**src/rtl/sosg_pkg.sv**
```systemverilog
package sosg_pkg;
  localparam int AW = 16;
  localparam int DW = 32;
  localparam int TW = 64;
  localparam int OFS_W = 32;
  localparam int SLEW_W = 24;
  localparam int LAT_W = 16;
  localparam int MAG_W = 20;
  // Threshold LSB is 2^-40 s, offsets are kept in 2^-48 s
  localparam int MAG_SHIFT = 8;
  localparam logic [AW-1:0] A_OFS = 16'h0d30;
  localparam logic [AW-1:0] A_SLEW = 16'h0d34;
  localparam logic [AW-1:0] A_LAT = 16'h0d37;
  localparam logic [AW-1:0] A_MAG = 16'h0d39;
  localparam logic [AW-1:0] A_BYP = 16'h0d3c;
  localparam logic [AW-1:0] A_STAT = 16'h0d40;
  localparam logic [AW-1:0] A_RST = 16'h0f08;
  localparam logic [AW-1:0] A_TLO = 16'h0f0a;
  localparam logic [AW-1:0] A_THI = 16'h0f0e;
  localparam logic [AW-1:0] A_UPD = 16'h000f;
  localparam logic [AW-1:0] A_IRQ = 16'h301d;
  localparam int ST_ERR = 7;
  localparam int ST_SLEW = 6;
  localparam int ST_RDY = 2;
  localparam int IRQ_RDY = 0;
  localparam int IRQ_ERR = 1;
  localparam int IRQ_SST = 2;
  localparam int IRQ_SEND = 3;
  localparam int RST_BIT = 0;
  localparam int BYP_BIT = 0;
  localparam int UPD_BIT = 0;
  localparam longint CLK_HZ = 50_000_000;
  // Latency LSB is 1/65536 s; slew steps once per 1/4096 s so one step = limit in 2^-48 s
  localparam longint LAT_LSB_PER_S = 65536;
  localparam longint SLEW_TICK_PER_S = 4096;
  localparam int LAT_TICK_CYC = int'(CLK_HZ / LAT_LSB_PER_S);
  localparam int SLEW_TICK_CYC = int'(CLK_HZ / SLEW_TICK_PER_S);
  localparam int FILT_MAX = 6;
  typedef enum logic [0:0] {
    SOSG_IDLE = 1'b0,
    SOSG_WAIT = 1'b1
  } sosg_evt_t;
endpackage : sosg_pkg

```
**src/rtl/sosg_top.sv**
```systemverilog
`timescale 1ns/10ps
module sosg_top
  import sosg_pkg::*;
#(
  parameter int FILT_LEVELS = FILT_MAX,
  parameter int SLEW_TICK = SLEW_TICK_CYC
) (
  input wire logic ref_clk,
  input wire logic resetn,
  input wire logic [AW-1:0] addr,
  input wire logic [DW-1:0] wr_data,
  input wire logic wr_en,
  input wire logic rd_en,
  output logic [DW-1:0] rd_data,
  input wire logic sync_event,
  input wire logic [TW-1:0] local_time,
  input wire logic sysclk_pll_stable,
  input wire logic ccdpll_locked,
  input wire logic ccr_switch,
  output logic [TW-1:0] common_time,
  output logic mfp_slewing,
  output logic mfp_sync_error,
  output logic mfp_ready
);
  localparam int LVL_W = $clog2(FILT_LEVELS + 1);
  localparam int TK_W = $clog2(SLEW_TICK + 1);
  localparam int LD_W = $clog2(LAT_TICK_CYC + 1);

  function automatic logic [TW-1:0] f_abs(input logic [TW-1:0] x);
    f_abs = x[TW-1] ? TW'(-x) : x;
  endfunction : f_abs

  logic rst_meta_q, rst_n_q;
  always_ff @(posedge ref_clk or negedge resetn) begin
    if (!resetn) begin
      rst_meta_q <= 1'b0;
      rst_n_q <= 1'b0;
    end else begin
      rst_meta_q <= 1'b1;
      rst_n_q <= rst_meta_q;
    end
  end

  logic [OFS_W-1:0] ofs_q;
  logic [SLEW_W-1:0] slew_q;
  logic [LAT_W-1:0] lat_q;
  logic [MAG_W-1:0] mag_q;
  logic byp_q;
  logic [DW-1:0] tlo_q, thi_q;
  logic wr_ofs, wr_slew, wr_rst, upd;
  assign wr_ofs = wr_en && addr == A_OFS;
  assign wr_slew = wr_en && addr == A_SLEW;
  assign wr_rst = wr_en && addr == A_RST && wr_data[RST_BIT];
  assign upd = wr_en && addr == A_UPD && wr_data[UPD_BIT];

  always_ff @(posedge ref_clk or negedge rst_n_q) begin
    if (!rst_n_q) begin
      ofs_q <= '0;
      slew_q <= '0;
      lat_q <= '0;
      mag_q <= '0;
      byp_q <= 1'b0;
      tlo_q <= '0;
      thi_q <= '0;
    end else if (wr_en) begin
      if (wr_ofs) ofs_q <= wr_data;
      if (wr_slew) slew_q <= wr_data[SLEW_W-1:0];
      if (addr == A_LAT) lat_q <= wr_data[LAT_W-1:0];
      if (addr == A_MAG) mag_q <= wr_data[MAG_W-1:0];
      if (addr == A_BYP) byp_q <= wr_data[BYP_BIT];
      if (addr == A_TLO) tlo_q <= wr_data;
      if (addr == A_THI) thi_q <= wr_data;
    end
  end

  // Event capture; a new event in the same cycle as an update starts a fresh wait
  sosg_evt_t st_q;
  logic [TW-1:0] evt_q;
  logic pending, lat_exp;
  logic [LD_W-1:0] ldiv_q;
  logic [LAT_W-1:0] lcnt_q;
  assign pending = st_q == SOSG_WAIT;
  assign lat_exp = pending && lat_q != '0 && lcnt_q >= lat_q && !upd;

  always_ff @(posedge ref_clk or negedge rst_n_q) begin
    if (!rst_n_q) begin
      st_q <= SOSG_IDLE;
      evt_q <= '0;
    end else begin
      unique case (st_q)
        SOSG_IDLE: begin
          if (sync_event) begin
            st_q <= SOSG_WAIT;
            evt_q <= local_time;
          end
        end
        SOSG_WAIT: begin
          if (sync_event) begin
            evt_q <= local_time;
          end else if (upd || lat_exp || ccr_switch) begin
            st_q <= SOSG_IDLE;
          end
        end
      endcase
    end
  end

  always_ff @(posedge ref_clk or negedge rst_n_q) begin
    if (!rst_n_q) begin
      ldiv_q <= '0;
      lcnt_q <= '0;
    end else if (sync_event) begin
      ldiv_q <= '0;
      lcnt_q <= '0;
    end else if (ldiv_q == LD_W'(LAT_TICK_CYC - 1)) begin
      ldiv_q <= '0;
      if (lcnt_q != '1) lcnt_q <= lcnt_q + 1'b1;
    end else begin
      ldiv_q <= ldiv_q + 1'b1;
    end
  end

  logic [TW-1:0] off, thr;
  logic init_q, skip_q, first_q, err_q;
  logic mag_trip, lock_trip, trip, acc, init_go;
  assign off = {thi_q, tlo_q} + {{(TW - OFS_W){ofs_q[OFS_W-1]}}, ofs_q} - evt_q;
  assign thr = TW'(mag_q) << MAG_SHIFT;
  assign mag_trip = init_q && mag_q != '0 && !skip_q && f_abs(off) > thr;
  assign lock_trip = init_q && !ccdpll_locked && !byp_q;
  assign trip = (upd && (!pending || mag_trip || lock_trip)) || lat_exp;
  assign acc = upd && pending && !trip && init_q;
  assign init_go = upd && pending && !init_q && sysclk_pll_stable;

  always_ff @(posedge ref_clk or negedge rst_n_q) begin
    if (!rst_n_q) begin
      init_q <= 1'b0;
    end else if (init_go) begin
      init_q <= 1'b1;
    end
  end

  always_ff @(posedge ref_clk or negedge rst_n_q) begin
    if (!rst_n_q) begin
      err_q <= 1'b0;
    end else if (trip) begin
      err_q <= 1'b1;
    end else if (acc || init_go) begin
      err_q <= 1'b0;
    end
  end

  always_ff @(posedge ref_clk or negedge rst_n_q) begin
    if (!rst_n_q) begin
      skip_q <= 1'b1;
    end else if (wr_rst || init_go) begin
      skip_q <= 1'b1;
    end else if (upd && pending) begin
      skip_q <= 1'b0;
    end
  end

  // Refinement: shift grows per accepted offset up to the deepest level
  logic [TW-1:0] filt_q;
  logic [LVL_W-1:0] lvl_q;
  always_ff @(posedge ref_clk or negedge rst_n_q) begin
    if (!rst_n_q) begin
      filt_q <= '0;
      lvl_q <= '0;
      first_q <= 1'b1;
    end else if (init_go) begin
      filt_q <= off;
      lvl_q <= LVL_W'(1);
      first_q <= 1'b0;
    end else if (!init_q) begin
      filt_q <= '0;
      lvl_q <= '0;
      first_q <= 1'b1;
    end else if (wr_rst) begin
      first_q <= 1'b1;
      lvl_q <= '0;
    end else if (acc) begin
      first_q <= 1'b0;
      if (first_q) begin
        filt_q <= off;
      end else begin
        filt_q <= filt_q + TW'($signed(off - filt_q) >>> lvl_q);
      end
      if (lvl_q != LVL_W'(FILT_LEVELS)) lvl_q <= lvl_q + 1'b1;
    end
  end

  // Slew limiter; the tick restarts on a new limit, which is the brief stall
  logic [TW-1:0] app_q, diff, step;
  logic [TK_W-1:0] tk_q;
  logic slewing, slew_prev_q, tick;
  assign diff = filt_q - app_q;
  assign step = TW'(slew_q);
  assign tick = tk_q == TK_W'(SLEW_TICK - 1);
  assign slewing = init_q && slew_q != '0 && app_q != filt_q;

  always_ff @(posedge ref_clk or negedge rst_n_q) begin
    if (!rst_n_q) begin
      tk_q <= '0;
    end else if (wr_slew || tick) begin
      tk_q <= '0;
    end else begin
      tk_q <= tk_q + 1'b1;
    end
  end

  always_ff @(posedge ref_clk or negedge rst_n_q) begin
    if (!rst_n_q) begin
      app_q <= '0;
    end else if (init_go) begin
      app_q <= off;
    end else if (!init_q) begin
      app_q <= '0;
    end else if (slew_q == '0) begin
      app_q <= filt_q;
    end else if (tick && !wr_slew) begin
      if (f_abs(diff) <= step) begin
        app_q <= filt_q;
      end else if (diff[TW-1]) begin
        app_q <= app_q - step;
      end else begin
        app_q <= app_q + step;
      end
    end
  end

  always_ff @(posedge ref_clk or negedge rst_n_q) begin
    if (!rst_n_q) begin
      common_time <= '0;
    end else begin
      common_time <= local_time + app_q;
    end
  end

  // Sticky flags clear on read; a same-cycle event keeps its flag set
  logic [3:0] irq_q, irq_set;
  logic rd_irq;
  logic init_prev_q;
  assign rd_irq = rd_en && addr == A_IRQ;
  always_comb begin
    irq_set = '0;
    irq_set[IRQ_RDY] = init_q && !init_prev_q;
    irq_set[IRQ_ERR] = trip;
    irq_set[IRQ_SST] = slewing && !slew_prev_q;
    irq_set[IRQ_SEND] = !slewing && slew_prev_q;
  end

  always_ff @(posedge ref_clk or negedge rst_n_q) begin
    if (!rst_n_q) begin
      irq_q <= '0;
      slew_prev_q <= 1'b0;
      init_prev_q <= 1'b0;
    end else begin
      slew_prev_q <= slewing;
      init_prev_q <= init_q;
      irq_q <= (rd_irq ? 4'h0 : irq_q) | irq_set;
    end
  end

  always_ff @(posedge ref_clk or negedge rst_n_q) begin
    if (!rst_n_q) begin
      mfp_slewing <= 1'b0;
      mfp_sync_error <= 1'b0;
      mfp_ready <= 1'b0;
    end else begin
      mfp_slewing <= slewing;
      mfp_sync_error <= trip || err_q;
      mfp_ready <= init_q;
    end
  end

  logic [DW-1:0] rd_d;
  always_comb begin
    rd_d = '0;
    unique case (addr)
      A_OFS: rd_d = ofs_q;
      A_SLEW: rd_d = DW'(slew_q);
      A_LAT: rd_d = DW'(lat_q);
      A_MAG: rd_d = DW'(mag_q);
      A_BYP: rd_d[BYP_BIT] = byp_q;
      A_TLO: rd_d = tlo_q;
      A_THI: rd_d = thi_q;
      A_STAT: begin
        rd_d[ST_ERR] = err_q;
        rd_d[ST_SLEW] = slewing;
        rd_d[ST_RDY] = init_q;
      end
      A_IRQ: rd_d = DW'(irq_q);
      default: rd_d = '0;
    endcase
  end

  always_ff @(posedge ref_clk or negedge rst_n_q) begin
    if (!rst_n_q) begin
      rd_data <= '0;
    end else begin
      rd_data <= rd_en ? rd_d : '0;
    end
  end
endmodule : sosg_top

```
**config.mk**
```make
export PLATFORM = sky130hd
export DESIGN_NAME = sosg_top
export DESIGN_NICKNAME = d
export VERILOG_FILES = /design/src/rtl/sosg_pkg.sv /design/src/rtl/sosg_top.sv
export SDC_FILE = /design/constraint.sdc
export NUM_CORES = 2
export LEC_CHECK = 0
export BUFFER_PORTS_ARGS = -buffer_cell sky130_fd_sc_hd__buf_2
export CAP_MARGIN = 20
export CORE_MARGIN = 8
export CORE_UTILIZATION = 40
export DETAILED_ROUTE_END_ITERATION = 10
export GPL_TIMING_DRIVEN = 0
export PLACE_DENSITY = 0.57
export SLEW_MARGIN = 15
export SYNTH_ARGS = -nofsm -noshare
export SYNTH_HDL_FRONTEND = slang
export SYNTH_SLANG_ARGS = --single-unit
export TNS_END_PERCENT = 20
```
**constraint.sdc**
```tcl
create_clock -name ref_clk -period 24.6 [get_ports ref_clk]
set_input_delay 4.92 -clock ref_clk [delete_from_list [all_inputs] [get_ports ref_clk]]
set_output_delay 4.92 -clock ref_clk [all_outputs]
set_load 0.01 [all_outputs]
```
Word level (Yosys, flattened, before mapping)

Cells that the tools add are included.

Add/sub/neg operators: 14
Bitwise gates (word level): 2
Multiply operators: 0
Reductions and logical operators: 65
Equality and inequality tests: 21
Div/mod/pow operators: 0
Shift operators: 1
Mux-type cells: 45
Order comparisons: 3

Operators with widths:

| kind                                            | number |
|---|---|
| two-way mux 64 bit                              | 14 |
| adder 64 bit                                    | 3 |
| subtractor 64 bit                               | 3 |
| == test 16 x 12 -> 1 bit, second input constant | 9 |
| case mux 24 bit (6 select lines)                | 1 |
| negation 64 bit                                 | 2 |
| adder 64 x 24 -> 64 bit                         | 1 |
| greater-than comparator 64 x 28 -> 1 bit        | 1 |
| less-or-equal comparator 64 x 24 -> 1 bit       | 1 |
| != test 64 bit                                  | 1 |
| >>> shifter 64 x 3 -> 64 bit                    | 1 |
| subtractor 64 x 24 -> 64 bit                    | 1 |
| two-way mux 16 bit                              | 3 |
| two-way mux 32 bit                              | 1 |
| logical AND 1 bit                               | 27 |
| logical NOT 24 bit                              | 1 |
| nonzero test 24 bit                             | 1 |
| case mux 3 bit (7 select lines)                 | 1 |
| two-way mux 10 bit                              | 2 |
| AND reduction 2 bit                             | 10 |
| nonzero test 20 bit                             | 1 |
| adder 16 x 1 -> 16 bit, second input constant   | 1 |
| == test 16 x 14 -> 1 bit, second input constant | 1 |
| == test 16 x 4 -> 1 bit, second input constant  | 1 |
| 26 further kinds                                | 63 |

Latch bits: 0
RAM bits: 0
Bits in registers: 502
Bits in read-only memories: 0
Output and inout port bits: 99
Word-level logic and storage cells: 178
Input port bits: 120
Memories: 0

Longest topological paths before layout

Depth after elaboration: 17
Gate-level depth with buffers: 49
Mapped depth without buffers: 48

Worst setup path after synthesis

Ideal clock, no wire load.

Kind: flip-flop to flip-flop
Start: register ofs_q[31]
End: register filt_q[63]
Required time: 24475 ps
Clock period less this slack: 9689 ps
Cell stages (with the launch flop): 45
Arrival time: 9564 ps
Setup slack: 14911 ps
Buffers on the path: 3
Library setup time: 125 ps
Path through: dfrtp_1 -> inv_1 -> fa_1 -> inv_1 -> ha_1 -> clkbuf_1 -> a21o_1 -> o21bai_1 -> or2_2 -> o21ai_2 -> xor2_1 -> inv_2 -> ha_1 -> clkbuf_1 -> a21o_1 -> a21o_1 -> a21oi_1 -> o21a_1 -> [9 not listed] -> mux2i_1 -> mux2i_1 -> o21ai_0 -> ha_1 -> clkbuf_1 -> a21o_1 -> a21o_1 -> a21oi_1 -> nor2b_1 -> o21ai_0 -> nand2b_1 -> a21oi_1 -> o31ai_1 -> a21oi_1 -> xnor2_1 -> nand2_1 -> mux2i_1 -> mux2_4

Cells in the longest elaborated chain, start to end: 15
Elaborated cells on any way between the ends: 23
Those cells by class: 5 x add/sub; 1 x order compare; 1 x eq/ne; 1 x shift; 6 x mux; 9 x reduce/logical

Ends and longest elaborated chain:

| element                                                                    | RTL line        | RTL |
|---|---|---|
| start: declaration                                                         | sosg_top.sv:44  | `logic [OFS_W-1:0] ofs_q;` |
| start signal: assignment                                                   | sosg_top.sv:66  | `if (wr_ofs) ofs_q <= wr_data;` |
| adder 64 bit (*)                                                           | sosg_top.sv:126 | `assign off = {thi_q, tlo_q} + {{(TW - OFS_W){ofs_q[OFS_W-1]}}, ofs_q} - evt_q;` |
| subtractor 64 bit (*)                                                      | sosg_top.sv:126 |  |
| parallel branches: the longest is 13 deep, another holds subtractor 64 bit | --              |  |
| end signal: assignment                                                     | sosg_top.sv:186 | `filt_q <= filt_q + TW'($signed(off - filt_q) >>> lvl_q);` |
| end: declaration                                                           | sosg_top.sv:163 | `logic [TW-1:0] filt_q;` |

Every way passes the cells marked *. The select of a mux whose other input is x is not followed.
A chain may end at the register's enable or synchronous reset.

Worst setup path in the final report

Start: register app_q[21]
End: register app_q[18]

Cells in the longest elaborated chain, start to end: 9
Elaborated cells on any way between the ends: 10
Those cells by class: 2 x add/sub; 1 x order compare; 7 x mux

Ends and longest elaborated chain:

| element                                   | RTL line        | RTL |
|---|---|---|
| start: declaration                        | sosg_top.sv:193 | `logic [TW-1:0] app_q, diff, step;` |
| start signal: assignment                  | sosg_top.sv:219 | `app_q <= filt_q;` |
| start signal: assignment                  | sosg_top.sv:222 | `app_q <= filt_q;` |
| start signal: assignment                  | sosg_top.sv:224 | `app_q <= app_q - step;` |
| subtractor 64 bit (*)                     | sosg_top.sv:196 | `assign diff = filt_q - app_q;` |
| negation 64 bit                           | sosg_top.sv:30  | `f_abs = x[TW-1] ? TW'(-x) : x;` |
| two-way mux 64 bit                        | sosg_top.sv:30  |  |
| less-or-equal comparator 64 x 24 -> 1 bit | sosg_top.sv:221 | `if (f_abs(diff) <= step) begin` |
| two-way mux 64 bit (*)                    | sosg_top.sv:221 |  |
| two-way mux 64 bit (*)                    | sosg_top.sv:220 | `end else if (tick && !wr_slew) begin` |
| two-way mux 64 bit (*)                    | sosg_top.sv:218 | `end else if (slew_q == '0) begin` |
| two-way mux 64 bit (*)                    | sosg_top.sv:216 | `end else if (!init_q) begin` |
| two-way mux 64 bit (*)                    | sosg_top.sv:214 | `end else if (init_go) begin` |

Mark *: on every way between the ends. The rest lies on a longest branch, timed or not. The select of a mux whose other input is x is not followed.

==> qor_table.md <==
| Quantity | Value |
|:---|:---|
| Endpoints failing hold | 0 |
| Worst endpoint data arrival time | 14.60 ns |
| Total area of sequential cells | 12,600 sq um |
| Area of the multi-input gates | 38,400 sq um |
| Run status | finished, final reports clean |
| Worst Setup Start Kind | register |
| Overall routed net length | 278,000 um |
| Final worst path period share | 0.570 |
| Cell mode on critical path | sky130_fd_sc_hd__clkbuf_1 |
| Cts-stage hold buffer count | 0 |
| Area growth from synthesis to final layout | 11.6% |
| Pwr Density | 70.2 nW/um^2 |
| TNS Setup | 0 ns |
| Top-count cell post-synth | sky130_fd_sc_hd__nand2_1 |
| Adder-Cell Fraction of Synth Area | 0.130 |
| Maximum clock frequency | 0.0713 GHz |
| Detailed Place HPWL | 235,000 um |
| Routed length per placed instance | 31.1 um |
| Async SR Flop Fraction | 1.00 |
| Width of the chip | 384 um |
| Post-synth design cell area | 54,100 sq um |
| Vias in the first global route | 54,100 |
| Post-CTS clock slew at the launch and capture registers of the worst setup and hold paths | 0.06 ns |
| Synth warnings | 0 |
| # clock sinks | 502 |
| Reg2Reg Capture Point | app_q[18] |
| Fraction of layout instances using a drive strength above 1 | 0.102 |
| Yosys cell types | 113 |
| Post-Synthesis Net Count | 7,411 |
| Placed Instance Area | 58,000 sq um |
| Leading cell types by total area after synthesis | sky130_fd_sc_hd__dfrtp_1 (23%), sky130_fd_sc_hd__ha_1 (11%), sky130_fd_sc_hd__a21oi_1 (5.2%) |
| Initial detailed-routing violation count | 5,965 |
| Min Tclk post-route | 14.02 ns |
| Critical path peak fanout | 10 |
| Final net count | 7,731 |
| Mapped Cells | 6,769 |
| Setup Buffers After CTS | 0 |
| Clock root buffer master | sky130_fd_sc_hd__clkbuf_16 |
| Most frequent cells after synthesis | sky130_fd_sc_hd__nand2_1 (662), sky130_fd_sc_hd__a21oi_1 (567), sky130_fd_sc_hd__inv_1 (558) |
| Clock Tree Buf Depth | 3 |
| Final setup violation count | 0 |
| CTS Buf Count | 68 |
| Post-synthesis simple-gate area fraction | 0.186 |
| Effective utilization at floorplan | 0.401 |
| Global Route Usage Sum | 0.363 |
| CORE AREA | 135,000 sq um |
| Total grt overflow | 0 |
| Final Cell Area | 60,400 sq um |
| Reg2Reg Launch Point | app_q[21] |
| Top-level port count | 219 |
| Post-synth top flop | sky130_fd_sc_hd__dfrtp_1 |
| Largest net degree at the start of global routing | 59 |
| Mux contribution to synthesized area | 0.0659 |
| Setup CP Type | reg2reg |
| Initial antenna violation count | 12 |
| Largest stage delay, worst path | 1.11 ns |
| Row cnt | 135 |
| Endpoint of the worst setup timing path | app_q[18] |
| Synthesized flop and latch total | 502 |
| Die Y | 384 um |
| Register-to-register setup slack | 10.58 ns |
| Endpoint class of the critical path | register |
| Relative max-transition margin | 0.115 |
| Max Transition Viols Final | 0 |
| Port buffer count | 216 |
| Global placer's final weighted congestion | 1.06 |
| CTS resizes | 0 |
| Number of remaining DRC errors | 0 |
| Number of antenna-violating nets in the routed design | 0 |
| Required time at the worst-slack endpoint | 25.18 ns |
| Top-area cell type share of the netlist area | 0.231 |
| Slew at the pin closest to its max-slew limit | 1.32 ns |
| Clock tree from TritonCTS | built |
| Synthesized area divided by synthesized cell count | 7.99 sq um |
| Class of the worst hold path | reg2reg |
| Via count | 56,300 |
| Seq/Total Area, Yosys | 0.232 |
| Number of fill cells in the layout | 13,800 |
| H-tree lvl count | 3 |
| Worst Reg2Reg Path Length in Cells | 41 |
| Setup repair after global routing missed its margin | no |
| Number of vias per cell after detailed routing | 6.31 |
| XOR/XNOR share of the synthesized area | 0.0632 |
| Synth Area in Compound Gates | 0.262 |
| Dominant combinational cell family by area after synthesis | compound AO/OA/AOI/OAI gates |
| Clock skew | 0.0280 ns |
| Clock latency reported for the late side of the worst-skew pair | 0.69 ns |
| Number of enable flip-flop cells after synthesis | 0 |
| Detailed-router iteration count before antenna repair | 9 |
| Cell leakage power | 28.3 nW |
| Die Footprint | 147,000 sq um |
| Global-route wire length before repair | 392,000 um |
| Maximum Capacitance Violations | 0 |
| Worst setup path start | app_q[21] |
| Critical-path top delay cell | sky130_fd_sc_hd__o31ai_1 |
| IR drop worst, VDD | 0.0545 mV |
| Library cell occupying the most area in the post-synthesis netlist | sky130_fd_sc_hd__dfrtp_1 |
[layer usage]
| metal | vias up | track usage | part of all wire |
|---|---|---|---|
| met5 | - | 0 | 0.00014 |
| met2 | 2764 | 0.562 | 0.43 |
| met3 | 699 | 0.0680 | 0.079 |
| met4 | 6 | 0.241 | 0.079 |
| li1 | 25400 | - | - |
| met1 | 27400 | 0.460 | 0.41 |
[state kept, by name, indices dropped and copies added (netlist names), 3 cells and up]
name	flops
lat_q	16
rd_data	32
mag_q	20
ldiv_q	10
filt_q	64
lvl_q	3
app_q	64
evt_q	64
slew_q	24
lcnt_q	16
tk_q	14
irq_q	4
tlo_q	32
thi_q	32
ofs_q	32
common_time	64
[worst max-delay path, delay by kind of cell, from the launching register on]
family / cells / cell delay, ns
compound gates: 14 / 4.92
buf+inv: 12 / 4.40
simple gates: 13 / 3.13
flops: 1 / 0.72
fa+ha+maj: 2 / 0.62
[logic make-up after synthesis]
family	count (synthesis)
other cells	1
fa+ha+maj	522
simple gates	2049
xor+xnor	389
compound gates	2139
mux	316
flops	502
buf+inv	851
[layout by cell type, fill, tap and decap left out, types with 34 or more instances in the layout]
cell | netlist | final
sky130_fd_sc_hd__ha_1 | 454 | 454
sky130_fd_sc_hd__nor4_1 | 65 | 62
sky130_fd_sc_hd__a221oi_1 | 37 | 37
sky130_fd_sc_hd__a31oi_1 | 56 | 56
sky130_fd_sc_hd__xor2_1 | 141 | 141
sky130_fd_sc_hd__a211oi_1 | 57 | 55
sky130_fd_sc_hd__nor2b_1 | 59 | 59
sky130_fd_sc_hd__nor2_1 | 434 | 433
sky130_fd_sc_hd__nor3_1 | 127 | 126
sky130_fd_sc_hd__clkbuf_16 | 0 | 68
sky130_fd_sc_hd__and2_1 | 56 | 56
sky130_fd_sc_hd__a21o_1 | 233 | 233
sky130_fd_sc_hd__mux2i_1 | 99 | 99
sky130_fd_sc_hd__or3_1 | 55 | 55
sky130_fd_sc_hd__a222oi_1 | 41 | 41
sky130_fd_sc_hd__nand3_1 | 177 | 177
sky130_fd_sc_hd__nand2_1 | 662 | 662
sky130_fd_sc_hd__inv_1 | 558 | 557
sky130_fd_sc_hd__or2_2 | 38 | 38
sky130_fd_sc_hd__xnor2_1 | 247 | 242
sky130_fd_sc_hd__o21bai_1 | 63 | 63
sky130_fd_sc_hd__o21ai_0 | 468 | 467
sky130_fd_sc_hd__o21a_1 | 76 | 76
sky130_fd_sc_hd__and4_1 | 34 | 34
sky130_fd_sc_hd__fa_1 | 68 | 68
sky130_fd_sc_hd__a21oi_1 | 567 | 566
sky130_fd_sc_hd__o211ai_1 | 52 | 52
sky130_fd_sc_hd__o31ai_1 | 36 | 36
sky130_fd_sc_hd__clkbuf_1 | 242 | 252
sky130_fd_sc_hd__nand4_1 | 98 | 98
sky130_fd_sc_hd__mux2_2 | 202 | 202
sky130_fd_sc_hd__nand2b_1 | 80 | 80
sky130_fd_sc_hd__and3_1 | 62 | 62
sky130_fd_sc_hd__dfrtp_1 | 500 | 499
sky130_fd_sc_hd__buf_2 | 14 | 233
sky130_fd_sc_hd__a22oi_1 | 65 | 65
[metrics by stage]
| stage | cells | power, mW | worst slack, ns | util | hold slack, ns |
|---|---|---|---|---|---|
| 4_1_cts | 8917 | 4.17 | 11.03 | 0.448 | 0.350 |
| 5_1_grt | 8921 | 4.43 | 10.58 | 0.448 | 0.356 |
| 6_report | 8922 | 4.24 | 10.58 | 0.448 | 0.348 |
| 3_3_place_gp | 8766 | 3.08 | 2.04 | 0.426 | 0.336 |
| 3_5_place_dp | 8797 | 3.12 | 11.10 | 0.430 | 0.338 |
| 2_1_floorplan | 6769 | 2.36 | 9.58 | - | 0.331 |
[worst min path at each step]
| stage | startpoint | endpoint | slack (ns) | cells after the start |
|---|---|---|---|---|
| CTS | rst_meta_q | rst_n_q | 0.35 | 0 |
| detailed placement | rst_meta_q | rst_n_q | 0.34 | 0 |
| floorplan | rst_meta_q | rst_n_q | 0.33 | 0 |
| finish | rst_meta_q | rst_n_q | 0.35 | 0 |
| global placement | rst_meta_q | rst_n_q | 0.34 | 0 |
| global route | rst_meta_q | rst_n_q | 0.36 | 0 |
[power breakdown]
part / internal, mW / switching [mW] / leakage, nW
sequential: 0.846 / 0.0202 / 6.21
clock: 0.603 / 0.440 / 1.11
combinational: 0.801 / 1.53 / 21.0
total: 2.25 / 1.99 / 28.3
[cell type report]
type	instances	area share
diodes	2	0.0000829
plain buffers	286	0.0190
clock buffers	91	0.0314
clock inverters	29	0.00684
inverters	565	0.0352
multi-input cells	5416	0.636
flip-flops and latches	502	0.208
well taps	1781	0.0369
repair buffers	250	0.0259
(Power assumes the default switching activity.)
